## config.mk

```make
export PLATFORM = sky130hd
export DESIGN_NAME = gtp_timer_pair
export DESIGN_NICKNAME = d
export VERILOG_FILES = /design/src/design/gtp_pkg.sv /design/src/design/gtp_timer_pair.sv
export SDC_FILE = /design/constraint.sdc
export NUM_CORES = 1
export LEC_CHECK = 0
export BUFFER_PORTS_ARGS = -buffer_cell sky130_fd_sc_hd__buf_2
export CELL_PAD_IN_SITES_DETAIL_PLACEMENT = 1
export CELL_PAD_IN_SITES_GLOBAL_PLACEMENT = 1
export CORE_ASPECT_RATIO = 1.4
export CORE_MARGIN = 10
export CORE_UTILIZATION = 44
export CTS_BUF_LIST = sky130_fd_sc_hd__clkbuf_4 sky130_fd_sc_hd__clkbuf_8
export CTS_CLUSTER_SIZE = 30
export DETAILED_ROUTE_END_ITERATION = 16
export PLACE_DENSITY = 0.89
export SLEW_MARGIN = 10
export SYNTH_ARGS = -nofsm -noshare
export SYNTH_HDL_FRONTEND = slang
export SYNTH_SLANG_ARGS = --single-unit
```

## constraint.sdc

```tcl
create_clock -name i_clk -period 6.6 [get_ports i_clk]
set_input_delay 0.66 -clock i_clk [delete_from_list [all_inputs] [get_ports i_clk]]
set_output_delay 0.66 -clock i_clk [all_outputs]
set_load 0.01 [all_outputs]
```

## src/design/gtp_pkg.sv

```systemverilog
package gtp_pkg;
  // ----------------------------------------------------------------
  // register map
  // ----------------------------------------------------------------
  localparam logic [3:0]  ADDR_CONTROL  = 4'h0;
  localparam logic [3:0]  ADDR_COUNT_LO = 4'h1;
  localparam logic [3:0]  ADDR_COUNT_HI = 4'h2;
  localparam logic [15:0] CONTROL_RESET = 16'h0000;
  localparam logic [15:0] CONTROL_MASK  = 16'ha07a;
  localparam int BIT_RUN       = 15;
  localparam int BIT_IDLE_HALT = 13;
  localparam int BIT_GATE      = 6;
  localparam int BIT_PS_HI     = 5;
  localparam int BIT_PS_LO     = 4;
  localparam int BIT_PAIRED    = 3;
  localparam int BIT_EXT_CLK   = 1;
  // ----------------------------------------------------------------
  // prescaler
  // ----------------------------------------------------------------
  localparam logic [7:0] PS_LIMIT_1   = 8'h00;
  localparam logic [7:0] PS_LIMIT_8   = 8'h07;
  localparam logic [7:0] PS_LIMIT_64  = 8'h3f;
  localparam logic [7:0] PS_LIMIT_256 = 8'hff;
  localparam logic [1:0] PS_DIV_1     = 2'h0;
  localparam logic [1:0] PS_DIV_8     = 2'h1;
  localparam logic [1:0] PS_DIV_64    = 2'h2;
  localparam logic [1:0] PS_DIV_256   = 2'h3;
endpackage

```

## src/design/gtp_timer_pair.sv

```systemverilog
module gtp_timer_pair (
  input  wire logic        i_clk,        // peripheral clock, 10 MHz
  input  wire logic        i_rst,        // async reset, active high
  input  wire logic [3:0]  i_addr,       // register address
  input  wire logic [15:0] i_wdata,      // write data
  input  wire logic        i_wr,         // write strobe
  input  wire logic        i_rd,         // read strobe
  input  wire logic        i_idle,       // device idle mode
  input  wire logic        i_ext_pin,    // ext_count_pin, asynchronous
  input  wire logic        i_gate,       // gate input, asynchronous
  output logic      [15:0] o_rdata,      // read data, cycle after read
  output logic      [31:0] o_count,      // counter, low and high halves
  output logic             o_tick        // counter advanced this cycle
);
  // ----------------------------------------------------------------
  // control register
  // ----------------------------------------------------------------
  logic [15:0] control;
  wire         wr_control = i_wr && (i_addr == gtp_pkg::ADDR_CONTROL);
  wire         wr_lo      = i_wr && (i_addr == gtp_pkg::ADDR_COUNT_LO);
  wire         wr_hi      = i_wr && (i_addr == gtp_pkg::ADDR_COUNT_HI);
  wire         run_bit    = control[gtp_pkg::BIT_RUN];
  wire         idle_halt  = control[gtp_pkg::BIT_IDLE_HALT];
  wire         gate_bit   = control[gtp_pkg::BIT_GATE];
  wire   [1:0] ps_sel     = control[gtp_pkg::BIT_PS_HI:gtp_pkg::BIT_PS_LO];
  wire         paired     = control[gtp_pkg::BIT_PAIRED];
  wire         ext_sel    = control[gtp_pkg::BIT_EXT_CLK];

  always_ff @(posedge i_clk or posedge i_rst)
  begin
    if (i_rst)
      control <= gtp_pkg::CONTROL_RESET;
    else if (wr_control)
      control <= i_wdata & gtp_pkg::CONTROL_MASK;
  end

  // ----------------------------------------------------------------
  // input synchronisers
  // ----------------------------------------------------------------
  logic [2:0] ext_sync;
  logic [2:0] gate_sync;
  logic       ext_level;
  logic       gate_level;

  always_ff @(posedge i_clk or posedge i_rst)
  begin
    if (i_rst)
    begin
      ext_sync   <= 3'h0;
      gate_sync  <= 3'h0;
      ext_level  <= 1'b0;
      gate_level <= 1'b0;
    end
    else
    begin
      ext_sync  <= {ext_sync[1:0], i_ext_pin};
      gate_sync <= {gate_sync[1:0], i_gate};
      if (ext_sync[1] == ext_sync[2])
        ext_level <= ext_sync[2];
      if (gate_sync[1] == gate_sync[2])
        gate_level <= gate_sync[2];
    end
  end

  wire ext_rise = (ext_sync[1] == ext_sync[2]) && ext_sync[2] && !ext_level;

  // ----------------------------------------------------------------
  // source selection and prescaler
  // ----------------------------------------------------------------
  function automatic logic [7:0] ps_limit(input logic [1:0] sel);
    case (sel)
      gtp_pkg::PS_DIV_8:   ps_limit = gtp_pkg::PS_LIMIT_8;
      gtp_pkg::PS_DIV_64:  ps_limit = gtp_pkg::PS_LIMIT_64;
      gtp_pkg::PS_DIV_256: ps_limit = gtp_pkg::PS_LIMIT_256;
      default:             ps_limit = gtp_pkg::PS_LIMIT_1;
    endcase
  endfunction

  wire       halted    = idle_halt && i_idle;
  wire       gated     = gate_bit && !ext_sel;
  wire       src_tick  = ext_sel ? ext_rise : 1'b1;
  wire       src_ok    = gated ? gate_level : 1'b1;
  wire       active    = run_bit && !halted;
  wire       src_event = active && src_tick && src_ok;
  wire [7:0] limit     = ps_limit(ps_sel);
  logic [7:0] ps_count;
  wire       ps_wrap   = src_event && (ps_count >= limit);
  wire [7:0] next_ps_count = !active ? 8'h00 : (ps_wrap ? 8'h00 :
                             (src_event ? ps_count + 8'h01 : ps_count));

  always_ff @(posedge i_clk or posedge i_rst)
  begin
    if (i_rst)
      ps_count <= 8'h00;
    else
      ps_count <= next_ps_count;
  end

  // ----------------------------------------------------------------
  // counter halves
  // ----------------------------------------------------------------
  logic [15:0] count_lo;
  logic [15:0] count_hi;
  wire         lo_carry = ps_wrap && (count_lo == 16'hffff);
  wire         hi_step  = paired && lo_carry;

  always_ff @(posedge i_clk or posedge i_rst)
  begin
    if (i_rst)
    begin
      count_lo <= 16'h0000;
      count_hi <= 16'h0000;
      o_tick   <= 1'b0;
    end
    else
    begin
      o_tick <= ps_wrap;
      if (wr_lo)
        count_lo <= i_wdata;
      else if (ps_wrap)
        count_lo <= count_lo + 16'h0001;
      if (wr_hi)
        count_hi <= i_wdata;
      else if (hi_step)
        count_hi <= count_hi + 16'h0001;
    end
  end

  assign o_count = {count_hi, count_lo};

  // ----------------------------------------------------------------
  // read port
  // ----------------------------------------------------------------
  wire [15:0] rd_mux = (i_addr == gtp_pkg::ADDR_CONTROL)  ? control  :
                       (i_addr == gtp_pkg::ADDR_COUNT_LO) ? count_lo :
                       (i_addr == gtp_pkg::ADDR_COUNT_HI) ? count_hi : 16'h0000;

  always_ff @(posedge i_clk or posedge i_rst)
  begin
    if (i_rst)
      o_rdata <= 16'h0000;
    else
      o_rdata <= i_rd ? rd_mux : 16'h0000;
  end

  // ----------------------------------------------------------------
  // checks
  // ----------------------------------------------------------------
  chk_stopped_no_count: assert property (@(posedge i_clk) disable iff (i_rst)
    !run_bit && !$past(run_bit) && !$past(wr_lo) |-> $stable(count_lo))
    else $error("counter moved while stopped");
  chk_idle_halt_hold: assert property (@(posedge i_clk) disable iff (i_rst)
    (idle_halt && i_idle) |-> !ps_wrap)
    else $error("timer advanced in idle with halt set");
  chk_idle_runs_on: assert property (@(posedge i_clk) disable iff (i_rst)
    (run_bit && !idle_halt && !ext_sel && !gate_bit && ps_sel == 2'h0) |-> ps_wrap)
    else $error("timer stalled in idle without halt");
  chk_gate_low_hold: assert property (@(posedge i_clk) disable iff (i_rst)
    (gate_bit && !ext_sel && !gate_level) |-> !ps_wrap)
    else $error("gated timer advanced with gate low");
  chk_gate_ignored_ext: assert property (@(posedge i_clk) disable iff (i_rst)
    (ext_sel && run_bit && !halted && ext_rise && ps_sel == 2'h0) |-> ps_wrap)
    else $error("external edge lost with gate bit set");
  chk_div8_spacing: assert property (@(posedge i_clk) disable iff (i_rst)
    (ps_wrap && ps_sel == 2'h1 && !ext_sel && !gate_bit && !i_idle) ##1
    (run_bit && ps_sel == 2'h1 && !ext_sel && !gate_bit && !i_idle) [*6] |-> !ps_wrap)
    else $error("divide by 8 ticked early");
  chk_pair_carry: assert property (@(posedge i_clk) disable iff (i_rst)
    (paired && lo_carry && !wr_hi) |=> (count_hi == $past(count_hi) + 16'h0001))
    else $error("paired carry lost");
  chk_split_no_carry: assert property (@(posedge i_clk) disable iff (i_rst)
    (!paired && !wr_hi) |=> $stable(count_hi))
    else $error("high half moved in split mode");
  chk_ext_edge_only: assert property (@(posedge i_clk) disable iff (i_rst)
    (ext_sel && !ext_rise) |-> !ps_wrap)
    else $error("external mode counted without edge");
  chk_reserved_zero: assert property (@(posedge i_clk) disable iff (i_rst)
    (control & ~gtp_pkg::CONTROL_MASK) == 16'h0000)
    else $error("reserved control bit set");

  // ----------------------------------------------------------------
  // register bus checks
  // ----------------------------------------------------------------
  chk_rdata_quiet: assert property (@(posedge i_clk) disable iff (i_rst)
    !$past(i_rd) |-> (o_rdata == 16'h0000))
    else $error("read data shown without a read");

  chk_rdata_control: assert property (@(posedge i_clk) disable iff (i_rst)
    $past(i_rd) && ($past(i_addr) == gtp_pkg::ADDR_CONTROL) |-> (o_rdata == $past(control)))
    else $error("control read back wrong");

  chk_rdata_low: assert property (@(posedge i_clk) disable iff (i_rst)
    $past(i_rd) && ($past(i_addr) == gtp_pkg::ADDR_COUNT_LO) |-> (o_rdata == $past(count_lo)))
    else $error("low half read back wrong");

  chk_rdata_high: assert property (@(posedge i_clk) disable iff (i_rst)
    $past(i_rd) && ($past(i_addr) == gtp_pkg::ADDR_COUNT_HI) |-> (o_rdata == $past(count_hi)))
    else $error("high half read back wrong");

  chk_rdata_unmapped: assert property (@(posedge i_clk) disable iff (i_rst)
    $past(i_rd) && ($past(i_addr) > gtp_pkg::ADDR_COUNT_HI) |-> (o_rdata == 16'h0000))
    else $error("unmapped address read nonzero");

  chk_control_write: assert property (@(posedge i_clk) disable iff (i_rst)
    wr_control |=> (control == ($past(i_wdata) & gtp_pkg::CONTROL_MASK)))
    else $error("control write not masked");

  chk_control_hold: assert property (@(posedge i_clk) disable iff (i_rst)
    !wr_control |=> $stable(control))
    else $error("control changed without a write");

  chk_low_write: assert property (@(posedge i_clk) disable iff (i_rst)
    wr_lo |=> (count_lo == $past(i_wdata)))
    else $error("low half write lost");

  chk_high_write: assert property (@(posedge i_clk) disable iff (i_rst)
    wr_hi |=> (count_hi == $past(i_wdata)))
    else $error("high half write lost");

  // ----------------------------------------------------------------
  // prescaler and source checks
  // ----------------------------------------------------------------
  chk_ps_clear_stop: assert property (@(posedge i_clk) disable iff (i_rst)
    !active |=> (ps_count == 8'h00))
    else $error("prescaler kept count while inactive");

  chk_ps_step: assert property (@(posedge i_clk) disable iff (i_rst)
    src_event && !ps_wrap |=> (ps_count == $past(ps_count) + 8'h01))
    else $error("prescaler missed an event");

  chk_ps_hold: assert property (@(posedge i_clk) disable iff (i_rst)
    active && !src_event |=> $stable(ps_count))
    else $error("prescaler moved without an event");

  chk_ps_wrap_clear: assert property (@(posedge i_clk) disable iff (i_rst)
    ps_wrap |=> (ps_count == 8'h00))
    else $error("prescaler not cleared on wrap");

  chk_div1_wrap: assert property (@(posedge i_clk) disable iff (i_rst)
    src_event && (ps_sel == gtp_pkg::PS_DIV_1) |-> ps_wrap)
    else $error("undivided event did not tick");

  chk_halt_no_event: assert property (@(posedge i_clk) disable iff (i_rst)
    halted |-> !src_event)
    else $error("event accepted while halted");

  chk_stopped_no_wrap: assert property (@(posedge i_clk) disable iff (i_rst)
    !run_bit |-> !ps_wrap)
    else $error("tick while run bit clear");

  chk_internal_every: assert property (@(posedge i_clk) disable iff (i_rst)
    active && !ext_sel && !gate_bit |-> src_event)
    else $error("internal clock event lost");

  chk_gate_high_runs: assert property (@(posedge i_clk) disable iff (i_rst)
    active && gated && gate_level |-> src_event)
    else $error("gated event lost with gate high");

  chk_gate_ignored_src: assert property (@(posedge i_clk) disable iff (i_rst)
    ext_sel |-> src_ok)
    else $error("gate applied to external source");

  chk_ext_no_edge: assert property (@(posedge i_clk) disable iff (i_rst)
    ext_sel && !ext_rise |-> !src_event)
    else $error("external event without an edge");

  chk_ext_rise_pulse: assert property (@(posedge i_clk) disable iff (i_rst)
    ext_rise |=> !ext_rise)
    else $error("external edge seen twice");

  chk_ext_filter: assert property (@(posedge i_clk) disable iff (i_rst)
    (ext_sync[1] != ext_sync[2]) |=> $stable(ext_level))
    else $error("external level moved on disagreement");

  chk_gate_filter: assert property (@(posedge i_clk) disable iff (i_rst)
    (gate_sync[1] != gate_sync[2]) |=> $stable(gate_level))
    else $error("gate level moved on disagreement");

  // ----------------------------------------------------------------
  // counter checks
  // ----------------------------------------------------------------
  chk_low_step: assert property (@(posedge i_clk) disable iff (i_rst)
    ps_wrap && !wr_lo |=> (count_lo == $past(count_lo) + 16'h0001))
    else $error("low half missed a tick");

  chk_low_hold: assert property (@(posedge i_clk) disable iff (i_rst)
    !ps_wrap && !wr_lo |=> $stable(count_lo))
    else $error("low half moved without a tick");

  chk_low_wraps: assert property (@(posedge i_clk) disable iff (i_rst)
    lo_carry && !wr_lo |=> (count_lo == 16'h0000))
    else $error("low half did not wrap");

  chk_split_no_step: assert property (@(posedge i_clk) disable iff (i_rst)
    !paired |-> !hi_step)
    else $error("carry taken in split mode");

  chk_pair_hold: assert property (@(posedge i_clk) disable iff (i_rst)
    paired && !hi_step && !wr_hi |=> $stable(count_hi))
    else $error("high half moved without carry");

  chk_tick_follows: assert property (@(posedge i_clk) disable iff (i_rst)
    ps_wrap |=> o_tick)
    else $error("tick output missing");

  chk_tick_only: assert property (@(posedge i_clk) disable iff (i_rst)
    !ps_wrap |=> !o_tick)
    else $error("tick output without advance");
endmodule

```

==> results list, run 1 <==
- TritonCTS clock tree: done
* Final critical path time including I/O delays and setup: 3.034 ns
- After legalization and detailed placement, the total HPWL measured 8869 um.
* Final count of pins violating max slew: 0
- Total power per unit cell area: 301.8 nW/um2
- Cell-by-cell listing of the critical path: inv_1, ha_1, a211oi_2, o21bai_2, o311ai_4, buf_4, inv_1, nand4_1, xor2_1, o21ai_0
- In this run the deepest clock path goes through 2 buffers.
* Critical path data required time: 6.81 ns
- The initial utilization of the core area, before any placement, comes to 45.79%.
- Count of mapped cells out of synthesis: 378
- Once the clock tree was built, the setup fixing pass inserted 0 buffers.
* Total leakage power: 0.001929 uW
* Routed length per placed instance: 22.01 um
- Critical path arrival: 3.24 ns
- In this design, the critical path's most frequently occurring cell is sky130_fd_sc_hd__inv_1.
* Most used cells in the layout excluding fill and tap cells: 75 x sky130_fd_sc_hd__buf_2, 72 x sky130_fd_sc_hd__dfrtp_1, 43 x sky130_fd_sc_hd__nand2_1
* Routing usage on met2: 36.99%
- CP Max Fanout: 23
* TritonCTS Sinks: 72
- Counting instances, the worst hold path has a depth of 0.
- For this design the top-level I/O count stands at 76.
- Proportion of synthesized chip area in sequential cells: 47.71%
* Global router's overall resource usage: 19.46%
* CTS H-tree lvls: 3
* Final wirelength: 12,350 um
- When the netlist entered floorplanning its net count stood at 415.
- Leaving out fill and tap cells, the most frequent cell in the layout is sky130_fd_sc_hd__buf_2.
- Layout cells sized above 1: 27.45%
- Measured slew at the worst slew-check pin: 1.095 ns
- Maxcap violations: 0
- The die covers 12,740 um2.
- Number of cells on the worst reg-to-reg path: 10
- Biggest area contributors in the synthesized netlist: sky130_fd_sc_hd__dfrtp_1 48%, sky130_fd_sc_hd__xnor2_1 4.6%, sky130_fd_sc_hd__nand2_1 4.3%
- After synthesis the netlist holds a flip-flop and latch count of 72.
- STA classifies the critical path startpoint as a flip-flop.
* Initial antenna violation count: 0
* Number of vias after detailed routing: 3,280
- Area delta synth->final: 18.62%
* Worst vdd ir: 217.7 uV
* Met1 Resource Use GR: 20.17%
- GR peak layer: met2
- Starting DRT DRC Count: 220
- The Yosys step of the flow raised 0 warnings.
- Avg Inst Size Synth: 9.990 um2
- Across all hold checks on the routed design, the worst slack comes to 0.3585 ns.
- Overall die width: 98.30 um
- Via/cell ratio: 5.847
- CTS root buffer: sky130_fd_sc_hd__clkbuf_8
* Met3 capacity usage during global routing: 3.830%
- Setup violations remaining at the end of the flow were counted as 0.
* Vias in the first global route: 3,650
* Die boundary height: 129.6 um
- CP peak stage delay: 0.44 ns
- Period utilization: 45.97%
* Quantity of gates resized following cts: 0
- Largest net degree at the start of global routing: 73
- Setup repair after global routing left no endpoint under its margin.
- The net count of the finished layout is 491.
- For this run, asynchronously set or reset flops after synthesis account for 100.0%.
- Crit path capture type: flip-flop
- The path class of the tightest hold or removal check is reg -> reg.
- Number of hold buffers added after cts: 0
- Number of synthesized flops with an enable pin: 0
* Routability cong.: 0.8800
* Type of the worst setup path: reg -> reg
- Clk Latency, worst-skew pair: 0.38 ns
* Inserted Diodes: 0
- The first global-routing pass estimated 19,750 um of wire.
- Port buffering added 75 buffers.
- Share of the synthesized area in the top cell type: 47.71%
- Layout Utilization: 54.32%
- Cell accounting for the most synthesized area: sky130_fd_sc_hd__dfrtp_1
* Cell area after technology mapping: 3776 um2
* Number of iterations in the first detailed-routing pass: 5
* Max-slew headroom at the worst pin: 26.83%
- In this run, CTS created clock tree buffers numbering 9.
* Grt total ovfl: 0
* Setup TNS after final layout: 0 ns
- DRC errors left: 0
- On the final layout, the worst clock skew is 0.01636 ns.
* Count of cell types in the netlist: 48
* Hold Vio Cnt, Final: 0
- The core region is 8247 um2.
* Prevailing post-synth register cell: sky130_fd_sc_hd__dfrtp_1
- Row cnt: 39
- Max Freq: 329.6 MHz
- Clock input transition at the sequential cells of the worst setup and hold paths: 0.08 ns
* Result of the run: complete, no violations
* Residual antenna-violating net count after detailed routing: 0
- Slowest cell on the critical path: sky130_fd_sc_hd__dfrtp_1
## area by class of cell
| class | count | area, um2 |
|---|---|---|
| well taps | 102 | 127.6 |
| fillers | 968 | 3767 |
| clock buffers | 9 | 123.9 |
| inverters | 8 | 30.03 |
| flip-flops and latches | 72 | 1802 |
| clock inverters | 7 | 120.1 |
| repair buffers | 79 | 405.4 |
| multi-input cells | 284 | 1871 |
## sequential cells by signal, indices dropped and copies added (netlist names), 3 cells and up
register   cells
count_lo      16
ps_count       8
control        7
count_hi      16
gate_sync      3
o_rdata       16
ext_sync       3
## through the flow
stage	power (uW)	area, um2	instances	setup slack (ns)
global route	1417	4479	561	3.360
detailed placement	914.9	4235	545	3.729
finish	1352	4479	561	3.566
global placement	895.7	4235	545	3.872
CTS	1354	4479	561	3.631
floorplan	772.9	3776	378	4.115
## critical path: cells and delay by family (launching register included)
family / cells / cell delay [ns]
DFF: 1 / 0.44
AOI/OAI and AO/OA: 4 / 0.91
xor gates and xnor gates: 1 / 0.21
buffers and inverters: 3 / 0.77
and+or+nand+nor: 1 / 0.20
adders and majority gates: 1 / 0.34
## cells in the mapped netlist, types with 3 or more instances
master	n
sky130_fd_sc_hd__inv_1	8
sky130_fd_sc_hd__mux2_2	9
sky130_fd_sc_hd__nor4_2	11
sky130_fd_sc_hd__nor2_1	36
sky130_fd_sc_hd__nand4_1	7
sky130_fd_sc_hd__clkbuf_1	9
sky130_fd_sc_hd__a21oi_1	28
sky130_fd_sc_hd__dfrtp_1	72
sky130_fd_sc_hd__nand2b_1	3
sky130_fd_sc_hd__nand2_1	43
sky130_fd_sc_hd__nand3b_1	3
sky130_fd_sc_hd__ha_1	10
sky130_fd_sc_hd__nand3_1	14
sky130_fd_sc_hd__and4_1	3
sky130_fd_sc_hd__a22oi_1	10
sky130_fd_sc_hd__o21ai_0	32
sky130_fd_sc_hd__xnor2_1	20
sky130_fd_sc_hd__xor2_1	10
sky130_fd_sc_hd__and3_1	4
sky130_fd_sc_hd__nor3_1	9
## report_power, final
part	total [uW]	internal (uW)	switching, uW
logic	298	126	172
clock network	437	251	186
registers	616	507	110
total	1350	884	468
## path summary, 6_finish.rpt
kind	startpoint	endpoint	slack, ns
max in group asynchronous	i_rst	o_rdata[10]	5.44
min in group asynchronous	i_rst	gate_sync[1]	0.56
min reg2reg	ext_sync[0]	ext_sync[1]	0.36
max	control[5]	count_lo[4]	3.57
max reg2reg	control[5]	count_lo[4]	3.57
min	ext_sync[0]	ext_sync[1]	0.36
## metal layers
layer / vias to the layer above / wire length, um
met5: - / 0
met3: 20 / 393
met2: 74 / 7013
met4: 0 / 317
li1: 1501 / -
met1: 1685 / 4625
## cells by family after synthesis
logic type | after synthesis | share of synthesized area [%]
AND/OR/NAND/NOR | 145 | 21.24
AO/OA/AOI/OAI | 86 | 14.25
flip-flops | 72 | 47.71
XOR/XNOR | 30 | 6.958
buffers and inverters | 22 | 2.750
multiplexers | 12 | 3.512
adder cells (fa/ha/maj) | 11 | 3.579
No activity file was read; power rests on OpenSTA's default activity.
==> run 2, diff against run 1 <==
Settings changed: CORE_UTILIZATION 44 to 39, PLACE_DENSITY 0.89 to 0.83.
Clock period 6.6 ns to 2.7 ns, I/O delays scaled along.
==> run 2 against run 1 <==
  * Wire length increased by 1.5%
  * Largest power group unchanged
  * Register-to-register slack lost 3.5 ns
  * Cell count is 4.8% higher
  * Clock-buffer cell count grew 1
==> results list, run 2 (synthesis results as in run 1) <==
- The power density over the cells came to 686.4 nW/um2 (+130%).
* Overall die width: 103.2 um (+4.9%)
- Worst slack at placement: -0.06443 ns (-3.794 ns)
- Area delta synth->final: 23.36%
- The signal on the critical path passes through nor2_2, ha_1, or2_0, o221a_1, o311ai_4, clkinvlp_4, buf_6, nand4_1, xnor2_1, mux2_2.
- The data arrival time of the worst path is 2.88 ns (-0.36 ns).
* Inserted Diodes: 0 (unchanged)
- The setup clock skew after layout came to 0.009876 ns (-0.006481 ns).
- The total buffers and inverters traversed by the critical path came to 2 (-1).
* Final Hold Slack: 0.004686 ns (-0.3539 ns)
* Wire length of the first global-routing pass: 19,780 um (+0.14%)
- Largest net degree at the start of global routing: 31 (-58%)
- The worst endpoint required time came to 2.95 ns (-3.86 ns).
- The total via count in the routed design is 3,361 (+2.5%).
* Grt total ovfl: 0 (unchanged)
- The number of remaining DRC errors is 0 (unchanged).
* TritonCTS Buffers: 9 (unchanged)
* Final count of pins violating max slew: 0 (unchanged)
- The measured slew at the worst slew-check pin was 0.6909 ns (-0.4041 ns).
* TritonCTS clock tree: done
- Starting DRT DRC Count: 248 (+13%)
- The number of failing setup endpoints in the final timing report came to 0 (unchanged).
- Leaving out fill and tap cells, the most frequent cell in the layout is sky130_fd_sc_hd__buf_2.
* Worst-case clock buffer depth: 2 (unchanged)
- Number of iterations in the first detailed-routing pass: 4 (-1)
- The post-detailed-route via-to-cell ratio is 5.716 (-2.2%).
- The top achievable clock speed was 380.8 MHz (+16%).
- The final wirelength is 12,540 um (+1.5%).
* Input/output buffers: 75 (unchanged)
* Period utilization: 97.27% (+51 points)
- Number of top-level pins: 76 (unchanged)
* Clk Latency, worst-skew pair: 0.36 ns (-0.02 ns)
- The overall die height is 136.4 um (+5.3%).
* TritonCTS Sinks: 72 (unchanged)
* RSZ-0062 raised after global routing: true
- Slowest cell on the critical path: sky130_fd_sc_hd__o311ai_4
- The library cells used most frequently in the layout, excluding fill and tap cells, are 75 x sky130_fd_sc_hd__buf_2, 71 x sky130_fd_sc_hd__dfrtp_1, 43 x sky130_fd_sc_hd__nand2_1.
- The post-route minimum period came to 2.626 ns (-0.4080 ns).
* Vias in the first global route: 3,709 (+1.6%)
- Crit path capture type: flip-flop
- CP Max Fanout: 9 (-61%)
* CP peak stage delay: 0.44 ns (about the same)
- The area of the die came to 14,070 um2 (+10%).
- Routability cong.: 0.8413 (-4.4%)
* CTS H-tree lvls: 3 (unchanged)
* Clock input transition at the sequential cells of the worst setup and hold paths: 0.08 ns (about the same)
* CORE AREA: 9459 um2 (+15%)
- Starting Density: 39.92% (-5.9 points)
* Max-slew headroom at the worst pin: 53.88% (+27 points)
- The number of failing hold endpoints at the final stage was 0 (unchanged).
- Residual antenna-violating net count after detailed routing: 0 (unchanged)
- In this run the worst hold path is classified as in -> async.
- Layout cells sized above 1: 31.59% (+4.1 points)
- Leading registers by flop count: count_hi x16, count_lo x16, o_rdata x16
* Element type at the critical path start: flip-flop
* HPWL reported at the end of detailed placement: 9516 um (+7.3%)
- The overall global routing resource usage came to 18.41% (-1.1 points).
- Setup WS post-layout: 0.07377 ns (-3.492 ns)
* Cell family with most CP delay: compound AO/OA/AOI/OAI gates
- Initial antenna violation count: 0 (unchanged)
- Final net count: 510 (+3.9%)
- CTS root buffer: sky130_fd_sc_hd__clkbuf_8
- Row cnt: 42 (+7.7%)
- Routed length per placed instance: 21.32 um (-3.1%)
* Worst vdd ir: 335.6 uV (+54%)
- The critical path is of the reg -> reg type.
- The number of max-cap violations is 0 (unchanged).
* Result of the run: complete, no violations
* Total leakage power: 0.001988 uW (+3.1%)
-- run 2: cell types whose count changed in the layout (fill, tap and decap cells not counted), sizes merged --
cell | previous run | this run
dlygate4sd3 | 0 | 1
clkinv | 3 | 1
clkinvlp | 1 | 5
buf | 79 | 97
clkbuf | 9 | 10
bufinv | 3 | 1
inv | 8 | 7
-- run 2: stage by stage --
| step | setup TNS, ns | utilization [%] | power [uW] | std cells | instance area [um2] |
|---|---|---|---|---|---|
| after floorplan | 0 | - | 1889 | 378 | 3776 |
| after global placement | 0 | 45.89 | 2235 | 564 | 4340 |
| after detailed placement | -0.1115 | 45.89 | 2278 | 564 | 4340 |
| after CTS | 0 | 48.52 | 3186 | 584 | 4589 |
| after global routing | -0.6314 | 49.25 | 3367 | 588 | 4658 |
| final | 0 | 49.25 | 3197 | 588 | 4658 |
-- run 2: path summary, 6_finish.rpt --
| path | endpoint | slack (ns) | start | cells past startpoint |
|---|---|---|---|---|
| min | ext_sync[2] | 0.005 | i_rst | 2 |
| max | count_lo[12] | 0.07 | control[4] | 10 |
| max reg2reg | count_lo[12] | 0.07 | control[4] | 10 |
| min in group i_clk | ext_sync[0] | 0.02 | i_ext_pin | 1 |
| max in group asynchronous | ext_sync[0] | 2.01 | i_rst | 3 |
| min reg2reg | gate_sync[1] | 0.36 | gate_sync[0] | 0 |
-- run 2: cell type report --
type | count | area (um2)
Clock inverter | 6 | 68.82
Clock buffer | 10 | 137.6
Fill cell | 1117 | 4801
Tap cell | 110 | 137.6
Multi-Input combinational cell | 284 | 1907
Inverter | 8 | 33.78
Timing Repair Buffer | 98 | 570.5
Sequential cell | 72 | 1803
-- run 2: repair_timing --
action,4_1_cts,5_1_grt
resized for setup,4,13
hold endpoints to repair,1,0
hold buffers,1,0
buffers inserted,3,4
pin swaps,2,4
endpoints found under the setup margin,7,22
-- run 2: metal layers --
metal  global-route usage [%]  routed length, um
met1                    19.77               4610
met2                    32.78               6867
met3                    4.573                643
met4                    8.295                415
met5                        0                  0
-- run 2: report_power, final --
group | internal (uW) | switching [uW] | total (uW)
clock network | 453 | 448 | 901
registers | 1240 | 258 | 1500
logic | 351 | 448 | 799
total | 2040 | 1150 | 3200
